==> src/dlicr_consts.svh <==
/*
 * Offsets, field positions, reset values and timing figures of the link
 * configuration register bank.
 * Assumes a 100 MHz system clock and 8-bit registers.
 */
`ifndef DLICR_CONSTS_SVH
`define DLICR_CONSTS_SVH

// ----------------------------------------------------------------------
// Register offsets
// ----------------------------------------------------------------------
`define DLICR_OFS_LINK_MISC 8'h03
`define DLICR_OFS_TIMEOUT 8'h04
`define DLICR_OFS_FORWARD 8'h05

// ----------------------------------------------------------------------
// Reset values
// ----------------------------------------------------------------------
`define DLICR_RST_LINK_MISC 8'hF0
`define DLICR_RST_TIMEOUT 8'hFE
`define DLICR_RST_FORWARD 8'h1E

// ----------------------------------------------------------------------
// Field positions
// ----------------------------------------------------------------------
`define DLICR_BIT_RSVD_RW 7
`define DLICR_BIT_CRC_GEN 6
`define DLICR_BIT_PULL_SEL 5
`define DLICR_BIT_SYNC_FILT 4
`define DLICR_BIT_PASS_MATCH 3
`define DLICR_BIT_AUTO_ACK 2
`define DLICR_BIT_PIX_GATE 1
`define DLICR_BIT_RSVD_RO 0
`define DLICR_TO_VAL_HI 7
`define DLICR_TO_VAL_LO 1
`define DLICR_BIT_TO_OFF 0
`define DLICR_BIT_PASS_ALL 7
`define DLICR_HOLD_HI 6
`define DLICR_HOLD_LO 4
`define DLICR_FDEPTH_HI 3
`define DLICR_FDEPTH_LO 0

// ----------------------------------------------------------------------
// Timing
// ----------------------------------------------------------------------
`define DLICR_CLK_PERIOD_NS 10
`define DLICR_TO_STEP_MS 2
`define DLICR_HOLD_UNIT_NS 50
`define DLICR_GLITCH_UNIT_NS 5
`define DLICR_SYNC_MIN_SINGLE 8'h02
`define DLICR_SYNC_MIN_DUAL 8'h04
`define DLICR_FILT_COUNT 5

`endif

==> src/dlicr_pkg.sv <==
/*
 * Types shared by the link configuration register bank.
 * Assumes dlicr_consts.svh is available on the include path.
 */
package dlicr_pkg;
    typedef logic [7:0] dlicr_byte_t;
    typedef logic [23:0] dlicr_pixel_t;
endpackage : dlicr_pkg

==> src/dlicr_config_regs.sv <==
/*
 * Link configuration registers at 0x3, 0x4 and 0x5 with the logic they steer:
 * back-channel control, sync and serial-bus glitch filters, SDA hold,
 * transaction forwarding, write acknowledge, pixel gating, channel watchdog.
 * Assumes the serial-bus target engine presents register accesses on the
 * reg* port, one cycle per access, and all inputs are synchronous to mclk.
 */
// Operation
// - Link config bit 6 set enables back-channel CRC generation; clear omits it.
// - Bit 5 set pulls undriven inputs down, clear pulls up; resets to one.
// - Sync filter bit 4 rejects pulses under two clocks on DE, HS, VS.
// - In dual-lane mode the HS filter needs four clocks instead of two.
// - Bit 3 forwards local transactions whose address matches a remote target.
// - Bit 2 acknowledges writes automatically regardless of forward lock.
// - Protected-capable partner: pixel data always gated by DE, bit 1 ignored.
// - Other partner: pixel data passes ungated unless bit 1 is set.
// - Watchdog timeout is field bits 7..1 in 2 ms steps, resets all ones.
// - An unfinished channel transaction is terminated when the timeout expires.
// - Watchdog bit 0 set disables the timer; zero (reset) runs it.
// - Forward-all bit 7 sends every transaction across, ignoring address match.
// - SDA hold time relative to SCL is bits 6..4 times 50 ns.
// - SCL and SDA glitches up to bits 3..0 times 5 ns are rejected.
// - Back channel turns off only when enable and both forward bits are clear.
`timescale 1ns/1ps
`include "dlicr_consts.svh"
module dlicr_config_regs
    import dlicr_pkg::*;
#(
    parameter int TO_STEP_CYCLES = `DLICR_TO_STEP_MS * 1000000 / `DLICR_CLK_PERIOD_NS
)
(
    input wire logic mclk,
    input wire logic sys_rst,
    input wire logic regWrEn,
    input wire logic regRdEn,
    input wire dlicr_byte_t regAddr,
    input wire dlicr_byte_t regWrData,
    output dlicr_byte_t regRdData,
    input wire logic backChanOn,
    input wire logic dualLane,
    input wire logic partnerProtected,
    input wire logic deIn,
    input wire logic hsIn,
    input wire logic vsIn,
    input wire dlicr_pixel_t pixIn,
    output logic deOut,
    output logic hsOut,
    output logic vsOut,
    output dlicr_pixel_t pixOut,
    input wire logic sclIn,
    input wire logic sdaIn,
    output logic sclClean,
    output logic sdaHeld,
    input wire logic txnStart,
    input wire logic addrMatch,
    output logic fwdToRemote,
    input wire logic wrAddressed,
    input wire logic fwdLocked,
    output logic wrAck,
    input wire logic ccBusy,
    output logic ccAbort,
    output logic backChanActive,
    output logic backChanCrcGenEn,
    output logic undrivenInputPullSel
);
    // ------------------------------------------------------------------
    // Register storage
    // ------------------------------------------------------------------
    dlicr_byte_t linkMisc_ff;
    dlicr_byte_t timeoutCtrl_ff;
    dlicr_byte_t fwdCtrl_ff;
    dlicr_byte_t rdData_ff;

    function automatic logic hitReg(input dlicr_byte_t addr, input dlicr_byte_t ofs);
        hitReg = addr == ofs;
    endfunction : hitReg

    wire logic wrMisc = regWrEn && hitReg(regAddr, `DLICR_OFS_LINK_MISC);
    wire logic wrTimeout = regWrEn && hitReg(regAddr, `DLICR_OFS_TIMEOUT);
    wire logic wrFwd = regWrEn && hitReg(regAddr, `DLICR_OFS_FORWARD);
    wire dlicr_byte_t roMask = 8'h01 << `DLICR_BIT_RSVD_RO;
    wire dlicr_byte_t nxt_linkMisc = (regWrData & ~roMask) | (`DLICR_RST_LINK_MISC & roMask);
    wire dlicr_byte_t nxt_rdData = hitReg(regAddr, `DLICR_OFS_LINK_MISC) ? linkMisc_ff :
                                   hitReg(regAddr, `DLICR_OFS_TIMEOUT) ? timeoutCtrl_ff :
                                   hitReg(regAddr, `DLICR_OFS_FORWARD) ? fwdCtrl_ff : 8'h00;

    always_ff @(posedge mclk)
    begin
        if (sys_rst)
        begin
            linkMisc_ff <= `DLICR_RST_LINK_MISC;
            timeoutCtrl_ff <= `DLICR_RST_TIMEOUT;
            fwdCtrl_ff <= `DLICR_RST_FORWARD;
            rdData_ff <= 8'h00;
        end
        else
        begin
            if (wrMisc)
                linkMisc_ff <= nxt_linkMisc;
            if (wrTimeout)
                timeoutCtrl_ff <= regWrData;
            if (wrFwd)
                fwdCtrl_ff <= regWrData;
            if (regRdEn)
                rdData_ff <= nxt_rdData;
        end
    end
    assign regRdData = rdData_ff;

    // ------------------------------------------------------------------
    // Field decode
    // ------------------------------------------------------------------
    wire logic syncFiltEn = linkMisc_ff[`DLICR_BIT_SYNC_FILT];
    wire logic passMatch = linkMisc_ff[`DLICR_BIT_PASS_MATCH];
    wire logic autoAck = linkMisc_ff[`DLICR_BIT_AUTO_ACK];
    wire logic pixelGateByValid = linkMisc_ff[`DLICR_BIT_PIX_GATE];
    wire logic [6:0] ctrlChanTimeoutVal = timeoutCtrl_ff[`DLICR_TO_VAL_HI:`DLICR_TO_VAL_LO];
    wire logic ctrlChanTimeoutOff = timeoutCtrl_ff[`DLICR_BIT_TO_OFF];
    wire logic passAll = fwdCtrl_ff[`DLICR_BIT_PASS_ALL];
    wire logic [2:0] sdaHoldField = fwdCtrl_ff[`DLICR_HOLD_HI:`DLICR_HOLD_LO];
    wire logic [3:0] filtDepth = fwdCtrl_ff[`DLICR_FDEPTH_HI:`DLICR_FDEPTH_LO];

    // ------------------------------------------------------------------
    // Sync and serial-bus glitch filters
    // ------------------------------------------------------------------
    wire dlicr_byte_t hsMin = dualLane ? `DLICR_SYNC_MIN_DUAL : `DLICR_SYNC_MIN_SINGLE;
    wire dlicr_byte_t glitchNs = 8'({4'h0, filtDepth} * `DLICR_GLITCH_UNIT_NS);
    wire dlicr_byte_t glitchMin = 8'(glitchNs / `DLICR_CLK_PERIOD_NS + 1);
    wire logic [`DLICR_FILT_COUNT-1:0] fIn = {sdaIn, sclIn, vsIn, hsIn, deIn};
    wire logic [`DLICR_FILT_COUNT-1:0] fEn = {1'b1, 1'b1, syncFiltEn, syncFiltEn, syncFiltEn};
    wire dlicr_byte_t fMin [`DLICR_FILT_COUNT];
    logic [`DLICR_FILT_COUNT-1:0] fOut;

    assign fMin[0] = `DLICR_SYNC_MIN_SINGLE;
    assign fMin[1] = hsMin;
    assign fMin[2] = `DLICR_SYNC_MIN_SINGLE;
    assign fMin[3] = glitchMin;
    assign fMin[4] = glitchMin;

    genvar gi;
    generate
        for (gi = 0; gi < `DLICR_FILT_COUNT; gi++)
        begin : gFilt
            dlicr_pulse_filter uFilt (
                .mclk(mclk),
                .sys_rst(sys_rst),
                .filtEn(fEn[gi]),
                .minLen(fMin[gi]),
                .sigIn(fIn[gi]),
                .sigOut(fOut[gi])
            );
        end
    endgenerate
    assign deOut = fOut[0];
    assign hsOut = fOut[1];
    assign vsOut = fOut[2];
    assign sclClean = fOut[3];

    // ------------------------------------------------------------------
    // SDA hold after SCL falls
    // ------------------------------------------------------------------
    localparam int HOLD_UNIT_CYCLES = `DLICR_HOLD_UNIT_NS / `DLICR_CLK_PERIOD_NS;
    logic sclPrev_ff;
    logic [5:0] holdCnt_ff;
    logic sdaHeld_ff;
    wire logic sclFell = sclPrev_ff && !fOut[3];
    wire logic [5:0] holdLoad = 6'({3'h0, sdaHoldField} * HOLD_UNIT_CYCLES);

    always_ff @(posedge mclk)
    begin
        if (sys_rst)
        begin
            sclPrev_ff <= 1'b0;
            holdCnt_ff <= 6'h00;
            sdaHeld_ff <= 1'b1;
        end
        else
        begin
            sclPrev_ff <= fOut[3];
            if (sclFell)
                holdCnt_ff <= holdLoad;
            else if (holdCnt_ff != 6'h00)
                holdCnt_ff <= holdCnt_ff - 6'h01;
            if (!sclFell && holdCnt_ff == 6'h00)
                sdaHeld_ff <= fOut[4];
        end
    end
    assign sdaHeld = sdaHeld_ff;

    // ------------------------------------------------------------------
    // Forwarding, acknowledge, pixel gating, back channel
    // ------------------------------------------------------------------
    logic fwd_ff;
    logic ack_ff;
    logic bcActive_ff;
    logic crcEn_ff;
    logic pullSel_ff;
    dlicr_pixel_t pix_ff;
    wire logic nxt_fwd = txnStart && (passAll || (passMatch && addrMatch));
    wire logic nxt_ack = wrAddressed && (autoAck || fwdLocked);
    wire logic gateActive = partnerProtected || pixelGateByValid;
    wire dlicr_pixel_t nxt_pix = (gateActive && !deIn) ? 24'h000000 : pixIn;

    always_ff @(posedge mclk)
    begin
        if (sys_rst)
        begin
            fwd_ff <= 1'b0;
            ack_ff <= 1'b0;
            bcActive_ff <= 1'b1;
            crcEn_ff <= 1'b1;
            pullSel_ff <= 1'b1;
            pix_ff <= 24'h000000;
        end
        else
        begin
            fwd_ff <= nxt_fwd;
            ack_ff <= nxt_ack;
            bcActive_ff <= backChanOn || passMatch || passAll;
            crcEn_ff <= linkMisc_ff[`DLICR_BIT_CRC_GEN];
            pullSel_ff <= linkMisc_ff[`DLICR_BIT_PULL_SEL];
            pix_ff <= nxt_pix;
        end
    end
    assign fwdToRemote = fwd_ff;
    assign wrAck = ack_ff;
    assign backChanActive = bcActive_ff;
    assign backChanCrcGenEn = crcEn_ff;
    assign undrivenInputPullSel = pullSel_ff;
    assign pixOut = pix_ff;

    // ------------------------------------------------------------------
    // Control-channel watchdog
    // ------------------------------------------------------------------
    logic [17:0] stepCnt_ff;
    logic [6:0] elapsed_ff;
    logic abort_ff;
    wire logic wdRun = ccBusy && !ctrlChanTimeoutOff;
    wire logic stepTick = stepCnt_ff == 18'(TO_STEP_CYCLES - 1);
    wire logic [6:0] elapsedInc = elapsed_ff + 7'h01;
    wire logic expire = wdRun && stepTick && elapsedInc >= ctrlChanTimeoutVal;

    always_ff @(posedge mclk)
    begin
        if (sys_rst)
        begin
            stepCnt_ff <= 18'h00000;
            elapsed_ff <= 7'h00;
            abort_ff <= 1'b0;
        end
        else
        begin
            abort_ff <= expire;
            if (!wdRun || expire)
            begin
                stepCnt_ff <= 18'h00000;
                elapsed_ff <= 7'h00;
            end
            else if (stepTick)
            begin
                stepCnt_ff <= 18'h00000;
                elapsed_ff <= elapsedInc;
            end
            else
                stepCnt_ff <= stepCnt_ff + 18'h00001;
        end
    end
    assign ccAbort = abort_ff;
endmodule : dlicr_config_regs

==> src/dlicr_pulse_filter.sv <==
/*
 * Pulse-width filter: the output follows the input only after the input
 * has held a new level for minLen cycles.
 * Assumes the input is synchronous to mclk and minLen is at least one.
 */
`timescale 1ns/1ps
module dlicr_pulse_filter
    import dlicr_pkg::*;
(
    input wire logic mclk,
    input wire logic sys_rst,
    input wire logic filtEn,
    input wire dlicr_byte_t minLen,
    input wire logic sigIn,
    output logic sigOut
);
    dlicr_byte_t cnt_ff;
    logic out_ff;
    wire dlicr_byte_t cntInc = cnt_ff + 8'h01;
    wire logic changed = sigIn != out_ff;
    wire logic longEnough = cntInc >= minLen;

    assign sigOut = out_ff;

    always_ff @(posedge mclk)
    begin
        if (sys_rst)
        begin
            // Start at the input level so idle-high lines show no false edge after reset
            out_ff <= sigIn;
            cnt_ff <= 8'h00;
        end
        else if (!filtEn || (changed && longEnough))
        begin
            out_ff <= sigIn;
            cnt_ff <= 8'h00;
        end
        else
        begin
            cnt_ff <= changed ? cntInc : 8'h00;
        end
    end
endmodule : dlicr_pulse_filter

==> config.mk <==
export PLATFORM = sky130hd
export DESIGN_NAME = dlicr_config_regs
export DESIGN_NICKNAME = d
export VERILOG_FILES = /design/src/dlicr_pkg.sv /design/src/dlicr_config_regs.sv /design/src/dlicr_pulse_filter.sv
export VERILOG_INCLUDE_DIRS = /design/src
export SDC_FILE = /design/constraint.sdc
export NUM_CORES = 1
export LEC_CHECK = 0
export ABC_AREA = 1
export BUFFER_PORTS_ARGS = -buffer_cell sky130_fd_sc_hd__buf_2
export CAP_MARGIN = 20
export CORE_AREA = 4 4 117 119
export CTS_CLUSTER_DIAMETER = 80
export DETAILED_ROUTE_END_ITERATION = 12
export DIE_AREA = 0 0 121 123
export PLACE_DENSITY = 0.75
export SYNTH_ARGS = -nofsm -noshare
export SYNTH_HDL_FRONTEND = slang
export SYNTH_SLANG_ARGS = --single-unit
==> constraint.sdc <==
create_clock -name mclk -period 3.8 [get_ports mclk]
set_clock_uncertainty 0.2 [all_clocks]
set_input_delay 0.38 -clock mclk [delete_from_list [all_inputs] [get_ports mclk]]
set_output_delay 0.38 -clock mclk [all_outputs]
set_load 0.03 [all_outputs]
==> impl_metrics.env <==
export IMPL_status="finished with violations"
export IMPL_violations="setup timing"
export IMPL_syn_inst=790
export IMPL_synth_ff_type="dfxtp_1"
export IMPL_syn_avg_cell_area_um2=8.01
export IMPL_timing_rr_start="fwdCtrl_ff[3]"
export IMPL_postRouteAntennaNets=0
export IMPL_row_count=41
export IMPL_drv_slew=0
export IMPL_post_route_util=0.653
export IMPL_required_ns=3.76
export IMPL_die_h_um=123
export IMPL_clock_sinks=139
export IMPL_netlist_top_cells_area="dfxtp_1, nand2_1, inv_1, ha_1, nor2_1"
export IMPL_port_buffers=99
export IMPL_synth_top_area_share=0.424
export IMPL_finalPower_w=0.00350
export IMPL_grt_setup_unrepaired="true"
export IMPL_finalNetCount=1062
export IMPL_syn_to_final_growth_pct=29.7
export IMPL_fin_area_um2=8200
export IMPL_fp_dieW_um=121
export IMPL_endpoint_kind="flip-flop"
export IMPL_via_per_inst=4.76
export IMPL_cts_tree="yes"
export IMPL_overflow=0
export IMPL_fmax_ghz=0.250
export IMPL_placed_area_um2=7280
export IMPL_core_region_area_um2=12600
export IMPL_grt_antenna_before_repair=0
export IMPL_fin_cells=1154
export IMPL_min_period_over_period=1.05
export IMPL_path_clk_slew_ns=0.06
export IMPL_r2r_slack_ns=-0.20
export IMPL_h_tree_depth=4
export IMPL_synth_seq_area_share=0.448
export IMPL_crit_path_start_kind="flip-flop"
export IMPL_r2r_cells=25
export IMPL_final_fill_count=1049
export IMPL_reg2reg_to="gFilt[4].uFilt.sigOut"
export IMPL_crit_fanout=3
export IMPL_synth_edf_count=5
export IMPL_yosysWarnings=0
export IMPL_gp_congestion=0.838
export IMPL_fin_crit_ns=4.00
export IMPL_grt_usage=0.198
export IMPL_io_pins=100
export IMPL_slew_headroom=0.470
export IMPL_grt_max_degree=38
export IMPL_finalHoldViolations=0
export IMPL_worstSetupEndpoint="gFilt[4].uFilt.sigOut"
export IMPL_clk_latency_ns=0.41
export IMPL_antenna_cells=0
export IMPL_hold_class="primary input to flip-flop"
export IMPL_worst_slew_pin_slew_ns=0.788
export IMPL_drt_initial_drc_count=398
export IMPL_cts_root_buf="clkbuf_16"
export IMPL_drive_gt1_frac=0.217
export IMPL_wl_per_cell_um=12.4
export IMPL_ir_drop_mv=0.276
export IMPL_synth_commonest_cells="dfxtp_1, nand2_1, inv_1"
export IMPL_cts_buffer_depth=2
export IMPL_cts_buffers=17
export IMPL_crit_arrival_ns=3.96
export IMPL_vias=5497
export IMPL_drt_pass1_iterations=5
export IMPL_power_density_nw_per_um2=427
export IMPL_dpl_hpwl_um=10100
export IMPL_hold_ws_ns=0.0204
export IMPL_setup_slack_ns=-0.199
export IMPL_dp_cells=1091
export IMPL_leakagePower_nw=3.82
export IMPL_synth_area_um2=6320
export IMPL_synth_top_cell_by_area="dfxtp_1"
export IMPL_startpoint="fwdCtrl_ff[3]"
export IMPL_wirelength_um=14300
export IMPL_start_util=0.503
export IMPL_yosys_cell_count_top_type="dfxtp_1"
export IMPL_yosys_cell_types_count=51
export IMPL_synth_seq_cells=139
export IMPL_drc=0
export IMPL_maxCapViolations=0
export IMPL_crit_type="flip-flop to flip-flop"
export IMPL_dieArea_um2=14900
export IMPL_grt_first_pass_wirelength_um=23500
export IMPL_synthArstFlopShare=0
export IMPL_setup_viol=12
export IMPL_grt_pass1_vias=5177
[metal layers]
| layer | up-vias | wire (um) | track usage |
|---|---|---|---|
| li1 | 2895 | - | - |
| met1 | 2485 | 6190 | 0.240 |
| met2 | 95 | 7270 | 0.342 |
| met3 | 22 | 559 | 0.0485 |
| met4 | 0 | 278 | 0.0722 |
| met5 | - | 0 | 0 |
[report_power, final]
part / switching (W) / internal (W)
clock: 0.000598 / 0.000860
sequential: 0.0000416 / 0.00155
combinational: 0.000281 / 0.000176
[timing repair]
action / in CTS / in global routing
hold buffers: 31 / 0
hold endpoints to repair: 31 / 0
gates resized for setup: 10 / 10
setup endpoints to repair: 12 / 12
pin swaps: 13 / 1
buffers inserted: 0 / 1
[cell families (layout without fill, tap and decap cells)]
kind of cell / count (synthesis) / after routing / synth area share
simple gates: 350 / 350 / 0.262
flops: 139 / 139 / 0.448
buf+inv: 133 / 301 / 0.0811
compound gates: 96 / 96 / 0.0880
xor+xnor: 36 / 36 / 0.0499
fa+ha+maj: 35 / 35 / 0.0704
other cells: 1 / 25 / 0.000593
[state kept, by name, indices dropped and copies added, names as in the netlist]
signal,count
timeoutCtrl_ff,8
backChanActive,1
wrAck,1
sdaHeld,1
sclPrev_ff,1
holdCnt_ff,6
fwdToRemote,1
fwdCtrl_ff,8
undrivenInputPullSel,1
ccAbort,1
regRdData,8
gFilt.uFilt.cnt_ff,40
linkMisc_ff,7
stepCnt_ff,18
backChanCrcGenEn,1
gFilt.uFilt.sigOut,5
elapsed_ff,7
pixOut,24
[worst min path at each step]
stage                  start       endpoint  slack (ns)  cells after the start
2_1_floorplan  stepCnt_ff[0]  stepCnt_ff[0]        0.22                      1
3_3_place_gp   stepCnt_ff[0]  stepCnt_ff[0]        0.23                      1
3_5_place_dp   stepCnt_ff[0]  stepCnt_ff[0]        0.24                      1
4_1_cts             txnStart    fwdToRemote      0.0005                      3
5_1_grt             txnStart    fwdToRemote        0.01                      3
6_report         wrAddressed          wrAck        0.02                      3
[cell type report]
class,instances,area [um^2],share of cell area
inverters,121,457,0.0557
repair buffers,149,952,0.116
well taps,172,215,0.0262
clock inverters,11,71.3,0.00869
flip-flops and latches,139,2840,0.346
clock buffers,20,457,0.0557
multi-input cells,542,3210,0.392
[through the flow]
stage | TNS [ns] | setup WS, ns
finish | -1.39 | -0.199
global route | -3.67 | -0.372
CTS | -1.10 | -0.155
detailed placement | -2.59 | -0.268
global placement | -1.38 | -0.168
floorplan | -0.591 | -0.184
[layout by cell type (no fill, tap or decap), types with 18 or more instances in the layout]
| cell | count |
|---|---|
| nand3_1 | 48 |
| dlygate4sd3_1 | 31 |
| inv_1 | 112 |
| conb_1 | 25 |
| nor2_1 | 101 |
| nand2_1 | 124 |
| a21oi_1 | 31 |
| dfxtp_1 | 132 |
| buf_4 | 18 |
| buf_2 | 99 |
| ha_1 | 28 |
| xor2_1 | 19 |
| o21ai_0 | 27 |
[critical path, cell delays in order (launching register included)]
cell	delay, ns
dfxtp_4	0.35
ha_4	0.26
ha_4	0.12
inv_2	0.03
fa_2	0.53
nand2_2	0.07
ha_4	0.22
o21ai_4	0.20
nand2_2	0.10
nand3b_1	0.09
nand3_1	0.06
nor2_1	0.11
nand2_2	0.09
ha_4	0.27
inv_4	0.04
ha_4	0.20
o21ai_2	0.05
nand2_2	0.07
o21ai_2	0.15
nand3_2	0.11
nand3_2	0.08
nand2_2	0.06
nand2_2	0.08
nand2_1	0.05
nand2_1	0.06
nand2_1	0.05
Power figures use the tool's default switching activity.
